### src/verilog/aeic_map.vh
`ifndef AEIC_MAP_VH
`define AEIC_MAP_VH

// register offsets, byte addressed on the plain port
`define AEIC_ADDR_W        8
`define AEIC_OFF_EVCTL     8'h14
`define AEIC_OFF_IEN_CLR   8'h16
`define AEIC_OFF_IEN_SET   8'h17
`define AEIC_OFF_IFLAG     8'h18
`define AEIC_OFF_STATUS    8'h19
`define AEIC_OFF_INSEL     8'h10

// event control fields
`define AEIC_EV_WIN_EO     5
`define AEIC_EV_RES_EO     4
`define AEIC_EV_FLUSH_EI   1
`define AEIC_EV_START_EI   0
`define AEIC_EV_MASK       8'h33

// interrupt bit positions, shared by enables and flags
`define AEIC_IRQ_SYNC      3
`define AEIC_IRQ_WIN       2
`define AEIC_IRQ_OVR       1
`define AEIC_IRQ_RES       0
`define AEIC_IRQ_W         4

// status register
`define AEIC_ST_BUSY       7

// positive input select codes
`define AEIC_INSEL_W       5
`define AEIC_SEL_PIN17     5'h11
`define AEIC_SEL_PIN18     5'h12
`define AEIC_SEL_PIN19     5'h13
`define AEIC_SEL_BANDGAP   5'h19
`define AEIC_SEL_QCORE     5'h1a
`define AEIC_SEL_QIO       5'h1b
`define AEIC_SEL_DAC       5'h1c

// analog route one-hot outputs
`define AEIC_RT_W          8
`define AEIC_RT_NONE       8'h00
`define AEIC_RT_PIN17      8'h01
`define AEIC_RT_PIN18      8'h02
`define AEIC_RT_PIN19      8'h04
`define AEIC_RT_BANDGAP    8'h08
`define AEIC_RT_QCORE      8'h10
`define AEIC_RT_QIO        8'h20
`define AEIC_RT_DAC        8'h40
`define AEIC_RT_LOWPIN     8'h80

`define AEIC_ZERO8         8'h00
`define AEIC_ZERO4         4'h0

`endif
### src/verilog/aeic_ctrl.v
// Decided for this implementation: the strobed register port.
`timescale 1ns/100ps
`include "aeic_map.vh"

// Functional notes
// Select 0x11-0x13 picks pins 17-19, 0x19-0x1c internal sources.
// Event control at 0x14 holds bits 5, 4, 1 and 0, all reset to zero.
// A set window event enable emits one event per window match.
// A set result event enable emits one event per new result.
// A set flush enable makes an incoming event flush, then restart.
// A set start enable makes an incoming event start a conversion.
// Enable views at 0x16 and 0x17 hold sync, window, overrun, result.
// A one written to the clear view drops that enable and its request.
// A one written to the set view raises that enable, zeros do nothing.
// Both views read the shared enables, and irq is any enabled flag.
// The result flag sets on a new result, clears on write one or read.
// The overrun flag sets on an unread overwrite, clears on write one.
// The window flag sets a cycle after a match, clears on one or read.
// The sync flag sets when busy falls unless enable or reset caused it.
module aeic_ctrl (
   input  wire                      clk,
   input  wire                      resetn,
   input  wire [`AEIC_ADDR_W-1:0]   reg_addr,
   input  wire [7:0]                reg_wdata,
   input  wire                      reg_wr,
   input  wire                      reg_rd,
   output reg  [7:0]                reg_rdata,
   input  wire                      result_valid,
   input  wire                      result_read,
   input  wire                      window_match,
   input  wire                      sync_busy,
   input  wire                      sync_busy_by_enable,
   input  wire                      event_in,
   output reg                       result_event_out,
   output reg                       window_event_out,
   output reg                       start_conversion,
   output reg                       flush_pipeline,
   output reg  [`AEIC_RT_W-1:0]     analog_route,
   output wire                      irq
);

   // software-visible state
   reg [7:0]                  event_routing_control;
   reg [`AEIC_IRQ_W-1:0]      irq_enable;
   reg [`AEIC_IRQ_W-1:0]      irq_flag_register;
   reg [`AEIC_INSEL_W-1:0]    positive_input_select;

   // hidden tracking state
   reg                        result_unread;
   reg                        window_pending;
   reg                        busy_prev;
   reg                        busy_quiet;

   // combinational sources
   reg [`AEIC_IRQ_W-1:0]      flag_set;
   reg [`AEIC_IRQ_W-1:0]      flag_clr;
   reg [`AEIC_RT_W-1:0]       next_route;
   reg [7:0]                  next_rdata;

   // next register values
   reg [7:0]                  next_event_ctl;
   reg [`AEIC_INSEL_W-1:0]    next_select;
   reg [`AEIC_IRQ_W-1:0]      next_irq_enable;
   reg                        next_unread;
   reg                        next_quiet;

   // next event pulses
   reg                        next_result_event;
   reg                        next_window_event;
   reg                        next_flush;
   reg                        next_start;

   // qualified strobes and edges
   wire                       wr_ev;
   wire                       wr_clr;
   wire                       wr_set;
   wire                       wr_flag;
   wire                       wr_sel;
   wire                       busy_rise;
   wire                       busy_fall;
   wire                       event_flush;
   wire                       event_start;

   // route class and request bits
   wire                       select_low;
   wire [`AEIC_IRQ_W-1:0]     irq_pending;

   // read views; unused upper bits read zero
   wire [7:0]                 view_enable;
   wire [7:0]                 view_flag;
   wire [7:0]                 view_select;

   // flush sequencer states, one-hot
   localparam [1:0] SEQ_IDLE    = 2'h1;
   localparam [1:0] SEQ_RESTART = 2'h2;

   // flush sequencer state
   reg [1:0]                  seq_state;
   reg [1:0]                  next_seq_state;

   // write decode; one strobe per cycle, so at most one hit
   assign wr_ev   = reg_wr && (reg_addr == `AEIC_OFF_EVCTL);
   assign wr_clr  = reg_wr && (reg_addr == `AEIC_OFF_IEN_CLR);
   assign wr_set  = reg_wr && (reg_addr == `AEIC_OFF_IEN_SET);
   assign wr_flag = reg_wr && (reg_addr == `AEIC_OFF_IFLAG);
   assign wr_sel  = reg_wr && (reg_addr == `AEIC_OFF_INSEL);

   // next control values; undocumented event bits are dropped
   always @* begin
      next_event_ctl = event_routing_control;
      next_select    = positive_input_select;
      if (wr_ev)
         next_event_ctl = reg_wdata & `AEIC_EV_MASK;
      if (wr_sel)
         next_select = reg_wdata[`AEIC_INSEL_W-1:0];
   end

   // control registers
   always @(posedge clk) begin
      if (!resetn) begin
         event_routing_control <= `AEIC_ZERO8;
         positive_input_select <= {`AEIC_INSEL_W{1'b0}};
      end else begin
         // both reload every cycle, holding when not written
         event_routing_control <= next_event_ctl;
         positive_input_select <= next_select;
      end
   end

   // low codes belong to the pin mux outside this block
   assign select_low = (positive_input_select < `AEIC_SEL_PIN17);

   // next enables; set and clear views never share a cycle
   always @* begin
      next_irq_enable = irq_enable;
      // clear view checked first, though both never come together
      if (wr_clr)
         next_irq_enable = irq_enable & ~reg_wdata[`AEIC_IRQ_W-1:0];
      else if (wr_set)
         next_irq_enable = irq_enable | reg_wdata[`AEIC_IRQ_W-1:0];
   end

   // one enable register stands behind both views
   always @(posedge clk) begin
      if (!resetn)
         irq_enable <= `AEIC_ZERO4;
      else
         irq_enable <= next_irq_enable;
   end

   // busy edges of the synchronisation status
   assign busy_rise = sync_busy & ~busy_prev;
   assign busy_fall = busy_prev & ~sync_busy;

   // flag set sources
   always @* begin
      flag_set = `AEIC_ZERO4;
      flag_set[`AEIC_IRQ_RES]  = result_valid;
      flag_set[`AEIC_IRQ_OVR]  = result_valid & result_unread;
      flag_set[`AEIC_IRQ_WIN]  = window_pending;
      flag_set[`AEIC_IRQ_SYNC] = busy_fall & ~busy_quiet;
   end

   // flag clear sources; a result read clears result and window only
   always @* begin
      flag_clr = `AEIC_ZERO4;
      // write one to clear, zeros leave a flag alone
      if (wr_flag)
         flag_clr = reg_wdata[`AEIC_IRQ_W-1:0];
      flag_clr[`AEIC_IRQ_RES] = flag_clr[`AEIC_IRQ_RES] | result_read;
      flag_clr[`AEIC_IRQ_WIN] = flag_clr[`AEIC_IRQ_WIN] | result_read;
   end

   // sticky flags, a set wins over a same-cycle clear
   genvar i;
   generate
      for (i = 0; i < `AEIC_IRQ_W; i = i + 1) begin : g_flag
         wire keep_bit;
         wire next_bit;
         // a clear only takes a flag that is not set again now
         assign keep_bit = irq_flag_register[i] & ~flag_clr[i];
         assign next_bit = flag_set[i] | keep_bit;
         always @(posedge clk) begin
            if (!resetn)
               irq_flag_register[i] <= 1'b0;
            else
               irq_flag_register[i] <= next_bit;
         end
      end
   endgenerate

   // request level follows enable and flag with no extra delay
   assign irq_pending = irq_enable & irq_flag_register;
   assign irq         = |irq_pending;

   // next unread and quiet state
   always @* begin
      next_unread = result_unread;
      next_quiet  = busy_quiet;
      // a new result outranks a same-cycle read
      if (result_valid)
         next_unread = 1'b1;
      else if (result_read)
         next_unread = 1'b0;
      // an episode begun by enable or soft reset stays silent
      if (busy_rise)
         next_quiet = sync_busy_by_enable;
      else if (!sync_busy)
         next_quiet = 1'b0;
   end

   // tracking state, window match delayed by one cycle
   always @(posedge clk) begin
      if (!resetn) begin
         result_unread  <= 1'b0;
         window_pending <= 1'b0;
         busy_prev      <= 1'b0;
         busy_quiet     <= 1'b0;
      end else begin
         result_unread  <= next_unread;
         // delayed copies for match timing and edge detection
         window_pending <= window_match;
         busy_prev      <= sync_busy;
         busy_quiet     <= next_quiet;
      end
   end

   // incoming event qualified by its enables
   assign event_flush = event_in &
                        event_routing_control[`AEIC_EV_FLUSH_EI];
   assign event_start = event_in &
                        event_routing_control[`AEIC_EV_START_EI] &
                        ~event_routing_control[`AEIC_EV_FLUSH_EI];

   // flush sequencer; a restart is owed one cycle after each flush
   always @* begin
      next_seq_state = SEQ_IDLE;
      case (seq_state)
         SEQ_IDLE: begin
            if (event_flush)
               next_seq_state = SEQ_RESTART;
         end
         SEQ_RESTART: begin
            if (event_flush)
               next_seq_state = SEQ_RESTART;
         end
         // unreachable codes fall back to idle
         default: begin
            next_seq_state = SEQ_IDLE;
         end
      endcase
   end

   // sequencer state register
   always @(posedge clk) begin
      if (!resetn)
         seq_state <= SEQ_IDLE;
      else
         seq_state <= next_seq_state;
   end

   // next event pulses; a flush always brings a start a cycle later
   always @* begin
      next_result_event = result_valid &
                          event_routing_control[`AEIC_EV_RES_EO];
      next_window_event = window_match &
                          event_routing_control[`AEIC_EV_WIN_EO];
      next_flush        = event_flush;
      next_start        = event_start | (seq_state == SEQ_RESTART);
   end

   // event outputs and event-in actions, one-cycle pulses
   always @(posedge clk) begin
      if (!resetn) begin
         result_event_out <= 1'b0;
         window_event_out <= 1'b0;
         start_conversion <= 1'b0;
         flush_pipeline   <= 1'b0;
      end else begin
         // each output stands for one cycle per cause
         result_event_out <= next_result_event;
         window_event_out <= next_window_event;
         start_conversion <= next_start;
         flush_pipeline   <= next_flush;
      end
   end

   // assigned high select codes decode to one-hot analog routes
   always @* begin
      case (positive_input_select)
         `AEIC_SEL_PIN17:   next_route = `AEIC_RT_PIN17;
         `AEIC_SEL_PIN18:   next_route = `AEIC_RT_PIN18;
         `AEIC_SEL_PIN19:   next_route = `AEIC_RT_PIN19;
         `AEIC_SEL_BANDGAP: next_route = `AEIC_RT_BANDGAP;
         `AEIC_SEL_QCORE:   next_route = `AEIC_RT_QCORE;
         `AEIC_SEL_QIO:     next_route = `AEIC_RT_QIO;
         `AEIC_SEL_DAC:     next_route = `AEIC_RT_DAC;
         default: begin
            // low codes go to the pin mux outside, reserved go nowhere
            if (select_low)
               next_route = `AEIC_RT_LOWPIN;
            else
               next_route = `AEIC_RT_NONE;
         end
      endcase
   end

   // registered route so the analog switches never see decode glitches
   always @(posedge clk) begin
      if (!resetn)
         analog_route <= `AEIC_RT_NONE;
      else
         analog_route <= next_route;
   end

   // read views; both enable views share one image
   assign view_enable = {4'h0, irq_enable};
   assign view_flag   = {4'h0, irq_flag_register};
   assign view_select = {3'h0, positive_input_select};

   // read mux; unmapped addresses read zero
   always @* begin
      next_rdata = `AEIC_ZERO8;
      case (reg_addr)
         `AEIC_OFF_EVCTL:   next_rdata = event_routing_control;
         `AEIC_OFF_IEN_CLR: next_rdata = view_enable;
         `AEIC_OFF_IEN_SET: next_rdata = view_enable;
         `AEIC_OFF_IFLAG:   next_rdata = view_flag;
         `AEIC_OFF_STATUS:  next_rdata[`AEIC_ST_BUSY] = sync_busy;
         `AEIC_OFF_INSEL:   next_rdata = view_select;
         default:           next_rdata = `AEIC_ZERO8;
      endcase
   end

   // read data valid in the cycle after the strobe only
   always @(posedge clk) begin
      if (!resetn)
         reg_rdata <= `AEIC_ZERO8;
      else if (reg_rd)
         reg_rdata <= next_rdata;
      else
         reg_rdata <= `AEIC_ZERO8;
   end

endmodule

### config.mk
export PLATFORM = sky130hd
export DESIGN_NAME = aeic_ctrl
export DESIGN_NICKNAME = d
export VERILOG_FILES = /design/src/verilog/aeic_ctrl.v
export VERILOG_INCLUDE_DIRS = /design/src /design/src/verilog
export SDC_FILE = /design/constraint.sdc
export NUM_CORES = 1
export LEC_CHECK = 0
export ABC_AREA = 1
export BUFFER_PORTS_ARGS = -buffer_cell sky130_fd_sc_hd__buf_2
export CAP_MARGIN = 20
export CORE_ASPECT_RATIO = 1.1
export CORE_MARGIN = 8
export CORE_UTILIZATION = 45
export DETAILED_ROUTE_END_ITERATION = 12
export PLACE_DENSITY = 0.77
export SLEW_MARGIN = 20
export SYNTH_ARGS = -nofsm -noshare
export SYNTH_HDL_FRONTEND = slang
export SYNTH_SLANG_ARGS = --single-unit
export TNS_END_PERCENT = 50
### constraint.sdc
create_clock -name clk -period 1.1 [get_ports clk]
set_clock_uncertainty 0.1 [all_clocks]
set_input_delay 0.165 -clock clk [delete_from_list [all_inputs] [get_ports clk]]
set_output_delay 0.165 -clock clk [all_outputs]
set_load 0.005 [all_outputs]
* After elaboration in Yosys (flattened, before gate mapping)
Index checks and enable logic that the tools add are counted.
W data, S select, Z words.
** Word-level totals
- Flip-flop bits (word level) :: 43
- Latch bits :: 0
- Memory bits (writable) :: 0
- Bits in read-only memories :: 0
- Input port bits :: 26
- Output and inout bits :: 21
- Word-level logic and storage cells :: 92
- Memories kept :: 0
** Cells by class
- Add/sub/neg operators :: 0
- $mul :: 0
- Divide/modulo/power cells :: 0
- Order comparisons :: 1
- Equal/unequal tests :: 16
- Shift operators :: 0
- Multiplexer cells :: 11
- Bitwise logic cells :: 32
- Reduce and logical (&&, ||, !) cells :: 13
** Operators with widths (count)
- $pmux W8 S7 :: 1
- $eq A8 B5 Y1 const B :: 6
- $eq A5 B5 Y1 const B :: 7
- $pmux W6 S4 :: 1
- $and A1 B1 Y1 :: 13
- $mux W4 :: 3
- $and A4 B4 Y4 :: 2
- $mux W8 :: 1
- $not A1 Y1 :: 8
- $or A1 B1 Y1 :: 7
- $logic_and A1 B1 Y1 :: 5
- $lt A5 B5 Y1 const B :: 1
- $mux W1 :: 4
- $not A4 Y4 :: 1
- $or A4 B4 Y4 :: 1
- $reduce_and A2 Y1 :: 2
- $reduce_bool A2 Y1 :: 2
- $reduce_or A2 Y1 :: 2
- $reduce_or A4 Y1 :: 1
- $reduce_and A3 Y1 :: 1
- $eq A2 B1 Y1 const B :: 1
- $eq A2 B2 Y1 const B :: 1
- $mux W2 :: 1
- $ne A2 B1 Y1 const B :: 1

* Longest topological paths before layout
Gate-level depths: netlist of run 1.
- Depth in word-level cells :: 7
- Mapped depth :: 8
- Gate-level depth less buffers :: 8

* Worst setup path after synthesis of run 1
OpenSTA, ideal clock, no wires.
- Path type :: input-to-reg
- From :: input port reg_addr[5]
- To :: register positive_input_select[1]
- Library setup time :: 115 ps
- Data arrival time :: 859 ps
- Data required time :: 885 ps
- Slack :: 26 ps
- Stages on the path :: 8
- Path buffers :: 0
- Cells stage by stage :: inv_2 > nand2_2 > nor2_8 > nand2_4 > nor2_8 > nand3_1 > nand2_1 > nor2_1
** On the way
- Longest elaborated chain between the ends :: 2
** Ends and longest elaborated chain
- start, declared :: line aeic_ctrl.v:23 : input wire [`AEIC_ADDR_W-1:0] reg_addr,
- $eq A8 B5 Y1
- $logic_and A1 B1 Y1 :: line aeic_ctrl.v:106 : assign wr_sel = reg_wr && (reg_addr == `AEIC_OFF_INSEL);
- end signal, assigned :: line aeic_ctrl.v:122 : positive_input_select <= {`AEIC_INSEL_W{1'b0}};
- end signal, assigned :: line aeic_ctrl.v:126 : positive_input_select <= next_select;
- end, declared :: line aeic_ctrl.v:46 : reg [`AEIC_INSEL_W-1:0] positive_input_select;
Every way passes these cells.
A chain may end at the register's enable or synchronous reset.

==> results of run 1 <==
## final timing paths
check,to,slack [ns]
hold / removal,irq_flag_register[1],0.009
hold reg to reg,irq_flag_register[2],0.35
setup / recovery,irq,-0.08
setup reg to reg,seq_state[0],0.09
## cell families (layout without fill, tap and decap cells)
| kind of cell | count (synthesis) | in the layout | synth area share |
|---|---|---|---|
| compound gates | 16 | 16 | 0.0436 |
| buf+inv | 41 | 110 | 0.0920 |
| flops | 42 | 42 | 0.458 |
| simple gates | 149 | 149 | 0.397 |
| other cells | 1 | 1 | 0.00204 |
| fa+ha+maj | 1 | 1 | 0.00682 |
## cell type report
class	instances	area [um^2]
Tap cell	52	65.1
Sequential cell	42	852
Fill cell	369	1550
Inverter	35	131
Clock inverter	2	13.8
Timing Repair Buffer	67	418
Clock buffer	6	72.6
Multi-Input combinational cell	167	833
## stage by stage
stage / area [um^2] / setup WS, ns / setup TNS [ns] / instances
final: 2390 / -0.0769 / -0.0769 / 371
after global routing: 2390 / -0.116 / -0.116 / 371
after CTS: 2380 / -0.0784 / -0.0784 / 371
after detailed placement: 2200 / -0.189 / -3.47 / 354
after global placement: 2200 / -0.140 / -2.70 / 354
after floorplan: 1840 / 0.0260 / 0 / 250
## synthesized netlist by cell type
master	n	share of area
nand2_2	1	0.0034
nor4_1	3	0.010
nand4_1	5	0.017
nor2_1	43	0.088
inv_1	32	0.065
dfxtp_1	42	0.46
conb_1	1	0.0020
buf_6	1	0.0061
buf_1	1	0.0020
buf_4	1	0.0041
nand2_4	3	0.018
nand2_1	58	0.12
nor2_8	2	0.022
ha_1	1	0.0068
nand3_1	23	0.063
nor2_4	4	0.025
o21ai_0	4	0.011
nand3_4	2	0.019
buf_2	3	0.0082
inv_2	3	0.0061
nor3_1	5	0.014
a21oi_1	12	0.033
## placed cells by master (no fill, tap or decap)
| cell | Yosys | final |
|---|---|---|
| nor2_8 | 2 | 2 |
| nand3_4 | 2 | 2 |
| a21oi_1 | 12 | 12 |
| nand2_4 | 3 | 3 |
| dfxtp_1 | 42 | 33 |
| dfxtp_2 | 0 | 9 |
| nor3_2 | 0 | 1 |
| nand2_1 | 58 | 57 |
| nand2_2 | 1 | 2 |
| nor2_4 | 4 | 4 |
| ha_1 | 1 | 1 |
| clkinv_4 | 0 | 1 |
| conb_1 | 1 | 1 |
| clkbuf_8 | 0 | 5 |
| nor3_1 | 5 | 4 |
| buf_12 | 0 | 1 |
| nand3_1 | 23 | 23 |
| clkbuf_1 | 0 | 1 |
| inv_1 | 32 | 32 |
| inv_2 | 3 | 3 |
| clkinv_2 | 0 | 1 |
| buf_2 | 3 | 43 |
| buf_4 | 1 | 19 |
| nand4_1 | 5 | 5 |
| nor2_1 | 43 | 43 |
| dlygate4sd3_1 | 0 | 4 |
| o21ai_0 | 4 | 4 |
| nor4_1 | 3 | 3 |
## registers in the layout (all words and copies together) (netlist names), 2 cells and up, named ones only
register,cells
irq_flag_register,4
seq_state,2
analog_route,8
reg_rdata,7
event_routing_control,4
positive_input_select,5
## tightest hold or removal path: cells and delay by family
kind	cells	cell delay, ns
buffers and inverters	1	0.09
and+or+nand+nor	2	0.13
## repair_timing
item | in CTS | in global routing
gates cloned | 0 | 0
hold buffers | 4 | 0
gates resized for setup | 9 | 2
buffers inserted | 5 | 0
endpoints found under the setup margin | 2 | 3
pin swaps | 3 | 3
endpoints found under the hold margin | 4 | 0
## power groups by stage
stage	clock (mW)	combinational, mW	sequential, mW
after floorplan	0	0.122	1.58
after global placement	0	0.226	1.59
after detailed placement	0	0.231	1.59
after CTS	0.998	0.255	1.55
after global routing	1.08	0.283	1.55
final	0.959	0.254	1.55
## metal layers
metal	GRT usage	vias to the layer above	routed length (um)
li1	-	911	-
met1	0.147	750	1760
met2	0.237	44	2040
met3	0.0593	6	289
met4	0.0508	0	55
met5	0	-	0
==> results.md, run 1 <==
- Status: finished, violations left
- Failing checks: setup timing
- Die H: 83.0 um
- Area grow syn2layout: 30.0%
- Max FO, Critical Path: 2
- Drt first pass iters: 4
- CTS tree: yes
- Starting Density: 0.467
- Final WS setup: -0.0769 ns
- DRC viols: 0
- Worst EP arrival: 0.91 ns
- Part of the power in registers: 0.561
- Fin nets: 345
- N_diodes: 0
- # setup viols final: 1
- Cells on Worst Hold Path: 3
- Largest net degree at the start of global routing: 15
- PwrDens: 1160 nW/um^2
- CTS Root Cell: clkbuf_8
- Rows: 24
- # clock sinks: 42
- WS Path Type: flop to output port
- Distinct cells, synth: 22
- Clk network pwr share: 0.347
- Syn nets: 277
- Sw power: 0.667 mW
- CP cell instances: nand2_2, nand4_1, buf_2
- RSZ-0062 raised after global routing: true
- Crit share post-route: 1.07
- Via/cell ratio: 4.61
- Leak Pwr: 1.19 nW
- First-pass GRT wire length: 7330 um
- #FFs+latches synth: 42
- Vias: 1711
- Max_cap viols: 0
- Max stage delay cell, worst path: dfxtp_2
- Clock latency on the worst-skew pair: 0.30 ns
- RD Place Congestion: 0.913
- CP top delay family: flip-flops
- Seq/Total Area, Yosys: 0.458
- Combinational share of power: 0.092
- H-Tree Depth: 2
- Hold Vio Cnt, Final: 0
- PortBufs: 43
- Hold Crit Start: result_valid
- Hold Path Class: primary input to flop
- IO Count: 47
- Number of global-route vias before repair: 1697
- CP Capture Type: output port
- Routed WL: 4140 um
- Critical path depth: 3
- Die area: 6380 um^2
- DRT antenna net count: 0
- VDD IR max: 1.01 mV
- Max-slew violation total from the final report: 0
- Clock Tree Buf Depth: 2
- Max incr delay on CP: 0.33 ns
- Core Util, Final: 0.607
- Inserted Clock Buffers: 5
- Int Pwr: 2.10 mW
- WP data required: 0.83 ns
- Tmin final: 1.18 ns
- Grt ovf: 0
- DR WL/cell: 11.2 um
- Worst hold margin: 0.00925 ns
- Hpwl dp: 3300 um
- Total core area: 3930 um^2
- Power Total: 2.77 mW
- Sw frac: 0.241
- R2R cell count: 4
- Setup crit start kind: flop
- Clk pin slew, worst setup/hold paths: 0.08 ns
- Global Route Usage Sum: 0.139
- Synthesis Warnings: 0
- Max Fclk: 0.850 GHz
- Initial antenna violation count: 0
- Post-Syn Area: 1840 um^2
- DR iter-0 viols: 94
- Layout cells sized above 1: 0.301
- Reg-to-Reg Start: seq_state[0]
- Buf/Inv on CP: 1
- Cells after Synth: 250
- Syn Area/Cell: 7.34 um^2
- Die X: 76.9 um
No activity file was read; power rests on OpenSTA's default activity.
==> run 2, diff against run 1 <==
Settings changed: PLACE_DENSITY 0.77 to 0.8.
Clock period 1.1 ns to 1.5 ns, I/O delays scaled along.
==> run 2 against run 1 <==
The flow now finishes without violations. Critical path depth stayed put. Cell count decreased by 5.1%. First-iteration DRC count decreased by 7.4%. Combinational power fell by 40%. Final area down 7.4%. Critical path type unchanged.
==> results.md, run 2 (same netlist as run 1, synthesis figures left out) <==
- R2R cell count: 4
- CP Capture Type: output port
- Rows: 24
- PwrDens: 918 nW/um^2
- Vias: 1700
- Max Fclk: 0.783 GHz
- Die area: 6380 um^2
- Hold Path Class: primary input to flop
- WS Path Type: flop to output port
- Combinational share of power: 0.075
- Global Route Usage Sum: 0.136
- DR iter-0 viols: 87
- Die X: 76.9 um
- Largest register FFs: 8
- Post-Layout Cell Count: 352
- Hpwl dp: 3280 um
- First-pass GRT wire length: 7180 um
- Status: complete, no violations
- Commonest non-fill, non-tap cell in the layout: nand2_1
- Hold-fix buffers, CTS: 0
- Worst EP arrival: 0.95 ns
- DR WL/cell: 11.8 um
- Most frequent cells in the layout: 58 x nand2_1, 43 x nor2_1, 43 x buf_2
- Largest regs: analog_route: 8 flops, reg_rdata: 7 flops, positive_input_select: 5 flops
- Leak Pwr: 1.09 nW
- Sw frac: 0.251
- Total core area: 3930 um^2
- Setup bufs post-CTS: 0
- Largest net degree at the start of global routing: 16
- Area grow syn2layout: 20.4%
- RSZ-0062 raised after global routing: false
- Cells on Worst Hold Path: 3
- Clock latency on the worst-skew pair: 0.29 ns
- H-Tree Depth: 2
- Layout cells sized above 1: 0.237
- CTS tree: yes
- Grt ovf: 0
- Clk pin slew, worst setup/hold paths: 0.08 ns
- VDD IR max: 0.748 mV
- Die H: 83.0 um
- DRC viols: 0
- Setup crit start kind: flop
- N_diodes: 0
- WP data required: 1.17 ns
- PortBufs: 43
- Most flops, register: analog_route
- Sw power: 0.510 mW
- Hold Vio Cnt, Final: 0
- Max_cap viols: 0
- IO Count: 47
- Setup TNS: 0 ns
- Routed WL: 4150 um
- Inserted Clock Buffers: 5
- Clock Tree Buf Depth: 2
- DP Cell Count: 344
- Initial antenna violation count: 0
- DRT antenna net count: 0
- Max FO, Critical Path: 3
- Int Pwr: 1.52 mW
- Fin nets: 326
- Number of global-route vias before repair: 1675
- Drt first pass iters: 4
- Fill cells: 380
- # clock sinks: 42
- CTS Root Cell: clkbuf_8
- RD Place Congestion: 0.901
- Tmin final: 1.28 ns
- # setup viols final: 0
- Clk network pwr share: 0.364
- Crit share post-route: 0.851
- Via/cell ratio: 4.83
- Max-slew violation total from the final report: 0
- Starting Density: 0.467
- Part of the power in registers: 0.561
- Post_cts resized: 0
run 2: changes by cell type in the layout (fill, tap and decap cells not counted):
cell,delta
clkinvlp_4,+1
dfxtp_2,-9
inv_6,+1
buf_12,-1
buf_4,-14
dlygate4sd3_1,-4
dfxtp_1,+9
nand2_2,-1
nor3_2,-1
clkbuf_1,-1
nand2_1,+1
clkinv_2,-1
nor3_1,+1
run 2: final timing paths:
kind                            slack, ns              endpoint                 start
worst min register to register       0.35  irq_flag_register[2]        window_pending
worst max register to register       0.38          seq_state[0]          seq_state[0]
worst max-delay path                 0.22                   irq  irq_flag_register[2]
worst min-delay path                 0.03        window_pending          window_match
run 2: power by group through the flow:
stage | sequential (mW) | clock (mW) | combinational, mW
2_1_floorplan | 1.16 | 0 | 0.0892
3_3_place_gp | 1.16 | 0 | 0.150
3_5_place_dp | 1.16 | 0 | 0.153
4_1_cts | 1.14 | 0.761 | 0.154
5_1_grt | 1.14 | 0.811 | 0.173
6_report | 1.14 | 0.738 | 0.153
run 2: stage by stage:
step | hold WS (ns) | power, mW | utilization | instance area (um^2) | setup WS [ns]
after CTS | 0.0160 | 2.05 | 0.562 | 2210 | 0.227
after detailed placement | 0.329 | 1.32 | 0.538 | 2120 | 0.0850
after global routing | 0.0529 | 2.12 | 0.562 | 2210 | 0.181
final | 0.0293 | 2.03 | 0.562 | 2210 | 0.223
after global placement | 0.317 | 1.31 | 0.538 | 2120 | 0.115
after floorplan | 0.236 | 1.25 | - | 1840 | 0.366
run 2: area by class of cell:
class | instances | area (um^2) | area share
clock inverter | 3 | 25.0 | 0.0113
sequential | 42 | 841 | 0.381
clock buffer | 5 | 68.8 | 0.0311
tap | 52 | 65.1 | 0.0294
inverter | 35 | 131 | 0.0595
multi-input combinational | 167 | 826 | 0.374
timing repair buffer | 48 | 253 | 0.114
run 2: routing by layer:
layer,share of wire,global-route usage
met5,0,0
met4,0.021,0.0683
met2,0.47,0.226
met1,0.43,0.150
met3,0.076,0.0453
run 2: worst max-delay path, cell delays in order (launching register included):
cell     delay (ns)
dfxtp_1        0.36
nand2_1        0.07
nand4_1        0.11
buf_2          0.12
==> run 3, diff against run 2 <==
Settings changed: CORE_MARGIN 8 to 1, REMOVE_ABC_BUFFERS set to 1.
==> run 3 against run 2 <==
Power is 7.7% higher. Sequential share of layout area is 0.36 points lower. Setup slack better by 0.014 ns. Count of clock-buffer cells in the layout stayed put. Largest power group unchanged. Global-route usage is 5.0 points higher. Non-clock buffer count is 1 lower. Register-to-register slack better by 0.03 ns. Critical path depth stayed put. Via count is 2.2% lower. Routed wire length is 11% lower. Cell count is 0.85% lower.
==> results.md, run 3 (same netlist as run 1, synthesis figures left out) <==
- Status: complete, no violations
- # clock sinks: 42
- Clk pin slew, worst setup/hold paths: 0.07 ns
- WP data required: 1.17 ns
- Post_cts resized: 0
- First-pass GRT wire length: 6060 um
- Worst EP arrival: 0.94 ns
- Met1 Resource Use GR: 0.207
- CTS tree: yes
- Final instance area: 2230 um^2
- Setup bufs post-CTS: 0
- Worst hold margin: 0.0341 ns
- PwrDens: 979 nW/um^2
- Reg-to-Reg Start: seq_state[0]
- Max-slew violation total from the final report: 0
- Most frequent cells in the layout: 58 x nand2_1, 43 x nor2_1, 43 x buf_2
- Placed cell area: 2120 um^2
- H-Tree Depth: 2
- DRT antenna net count: 0
- Die H: 69.0 um
- Largest net degree at the start of global routing: 15
- Layout cells sized above 1: 0.234
- Die area: 4340 um^2
- CP Capture Type: output port
- Clock Tree Buf Depth: 2
- Hold Path Class: primary input to flop
- Hpwl dp: 2840 um
- Crit path from: irq_flag_register[1]
- Met3 GRT Util: 0.0510
- Critical path depth: 3
- Max_cap viols: 0
- Most flops, register: analog_route
- RD Place Congestion: 0.869
- DR iter-0 viols: 86
- GR Util met2: 0.335
- Worst reg2reg setup slack: 0.41 ns
- Die X: 62.9 um
- Via/cell ratio: 4.76
- Total core area: 3770 um^2
- Leak Pwr: 1.11 nW
- Number of global-route vias before repair: 1408
- Hold Vio Cnt, Final: 0
- Inserted Clock Buffers: 5
- WS Path Type: flop to output port
- CP top delay family: flip-flops
- Crit path to: irq
- Buf/Inv on CP: 1
- Top Usage Layer GRT: met2
- Global Route Usage Sum: 0.186
- Area grow syn2layout: 21.5%
- CTS Root Cell: clkbuf_8
- IO Count: 47
- Drt first pass iters: 4
- RSZ-0062 raised after global routing: false
- Max FO, Critical Path: 3
- Hold-fix buffers, CTS: 0
- Setup TNS: 0 ns
- Vias: 1662
- Crit share post-route: 0.842
- Rows: 23
- RR Endpoint: seq_state[0]
- Largest register FFs: 8
- Starting Density: 0.487
- Grt ovf: 0
- DRC viols: 0
- CP cell instances: nand2_1, nand4_1, buf_2
- # setup viols final: 0
- Routed WL: 3710 um
- Max Fclk: 0.792 GHz
- N_diodes: 0
- Largest regs: analog_route: 8 flops, reg_rdata: 7 flops, positive_input_select: 5 flops
- PortBufs: 43
- Commonest non-fill, non-tap cell in the layout: nand2_1
- Max incr delay on CP: 0.33 ns
- Setup crit start kind: flop
- Fin nets: 325
- Initial antenna violation count: 0
- Max stage delay cell, worst path: dfxtp_1
- R2R cell count: 4
- Tmin final: 1.26 ns
- DR WL/cell: 10.6 um
- VDD IR max: 0.621 mV
- Clock latency on the worst-skew pair: 0.30 ns
==> run 3: cell type report <==
type | count | area (um^2)
multi-input combinational | 167 | 826
inverter | 35 | 131
fill | 362 | 1540
clock buffer | 5 | 68.8
clock inverter | 3 | 43.8
sequential | 42 | 841
timing repair buffer | 47 | 258
tap | 50 | 62.6
==> run 3: tightest hold or removal path, cell delays in order <==
cell,delay [ns]
buf_2,0.07
nand2_1,0.06
inv_1,0.05
==> run 3: routing by layer <==
| metal | routed length (um) | part of all wire |
|---|---|---|
| met4 | 65 | 0.018 |
| met3 | 191 | 0.051 |
| met2 | 1760 | 0.47 |
| met5 | 0 | 0 |
| met1 | 1700 | 0.46 |
==> run 3: where the power goes <==
part	total, mW	internal, mW	leakage [nW]	switching, mW
clock network	0.894	0.499	0.0585	0.395
registers	1.14	1.13	0.340	0.00808
logic	0.153	0.0539	0.706	0.0995
==> run 3: how the worst min path moves through the flow <==
stage / start / to / slack, ns / cells past startpoint
2_1_floorplan: result_read / result_unread / 0.24 / 1
3_3_place_gp: window_pending / irq_flag_register[2] / 0.32 / 2
3_5_place_dp: window_pending / irq_flag_register[2] / 0.33 / 2
4_1_cts: window_match / window_pending / 0.03 / 3
5_1_grt: window_match / window_pending / 0.04 / 3
6_report: window_match / window_pending / 0.03 / 3
==> run 3: stage by stage <==
stage | util | power (mW) | setup WS, ns | std cells
2_1_floorplan | - | 1.24 | 0.308 | 244
3_3_place_gp | 0.562 | 1.31 | 0.143 | 341
3_5_place_dp | 0.562 | 1.32 | 0.110 | 341
4_1_cts | 0.592 | 2.20 | 0.220 | 349
5_1_grt | 0.592 | 2.27 | 0.175 | 349
6_report | 0.592 | 2.18 | 0.237 | 349
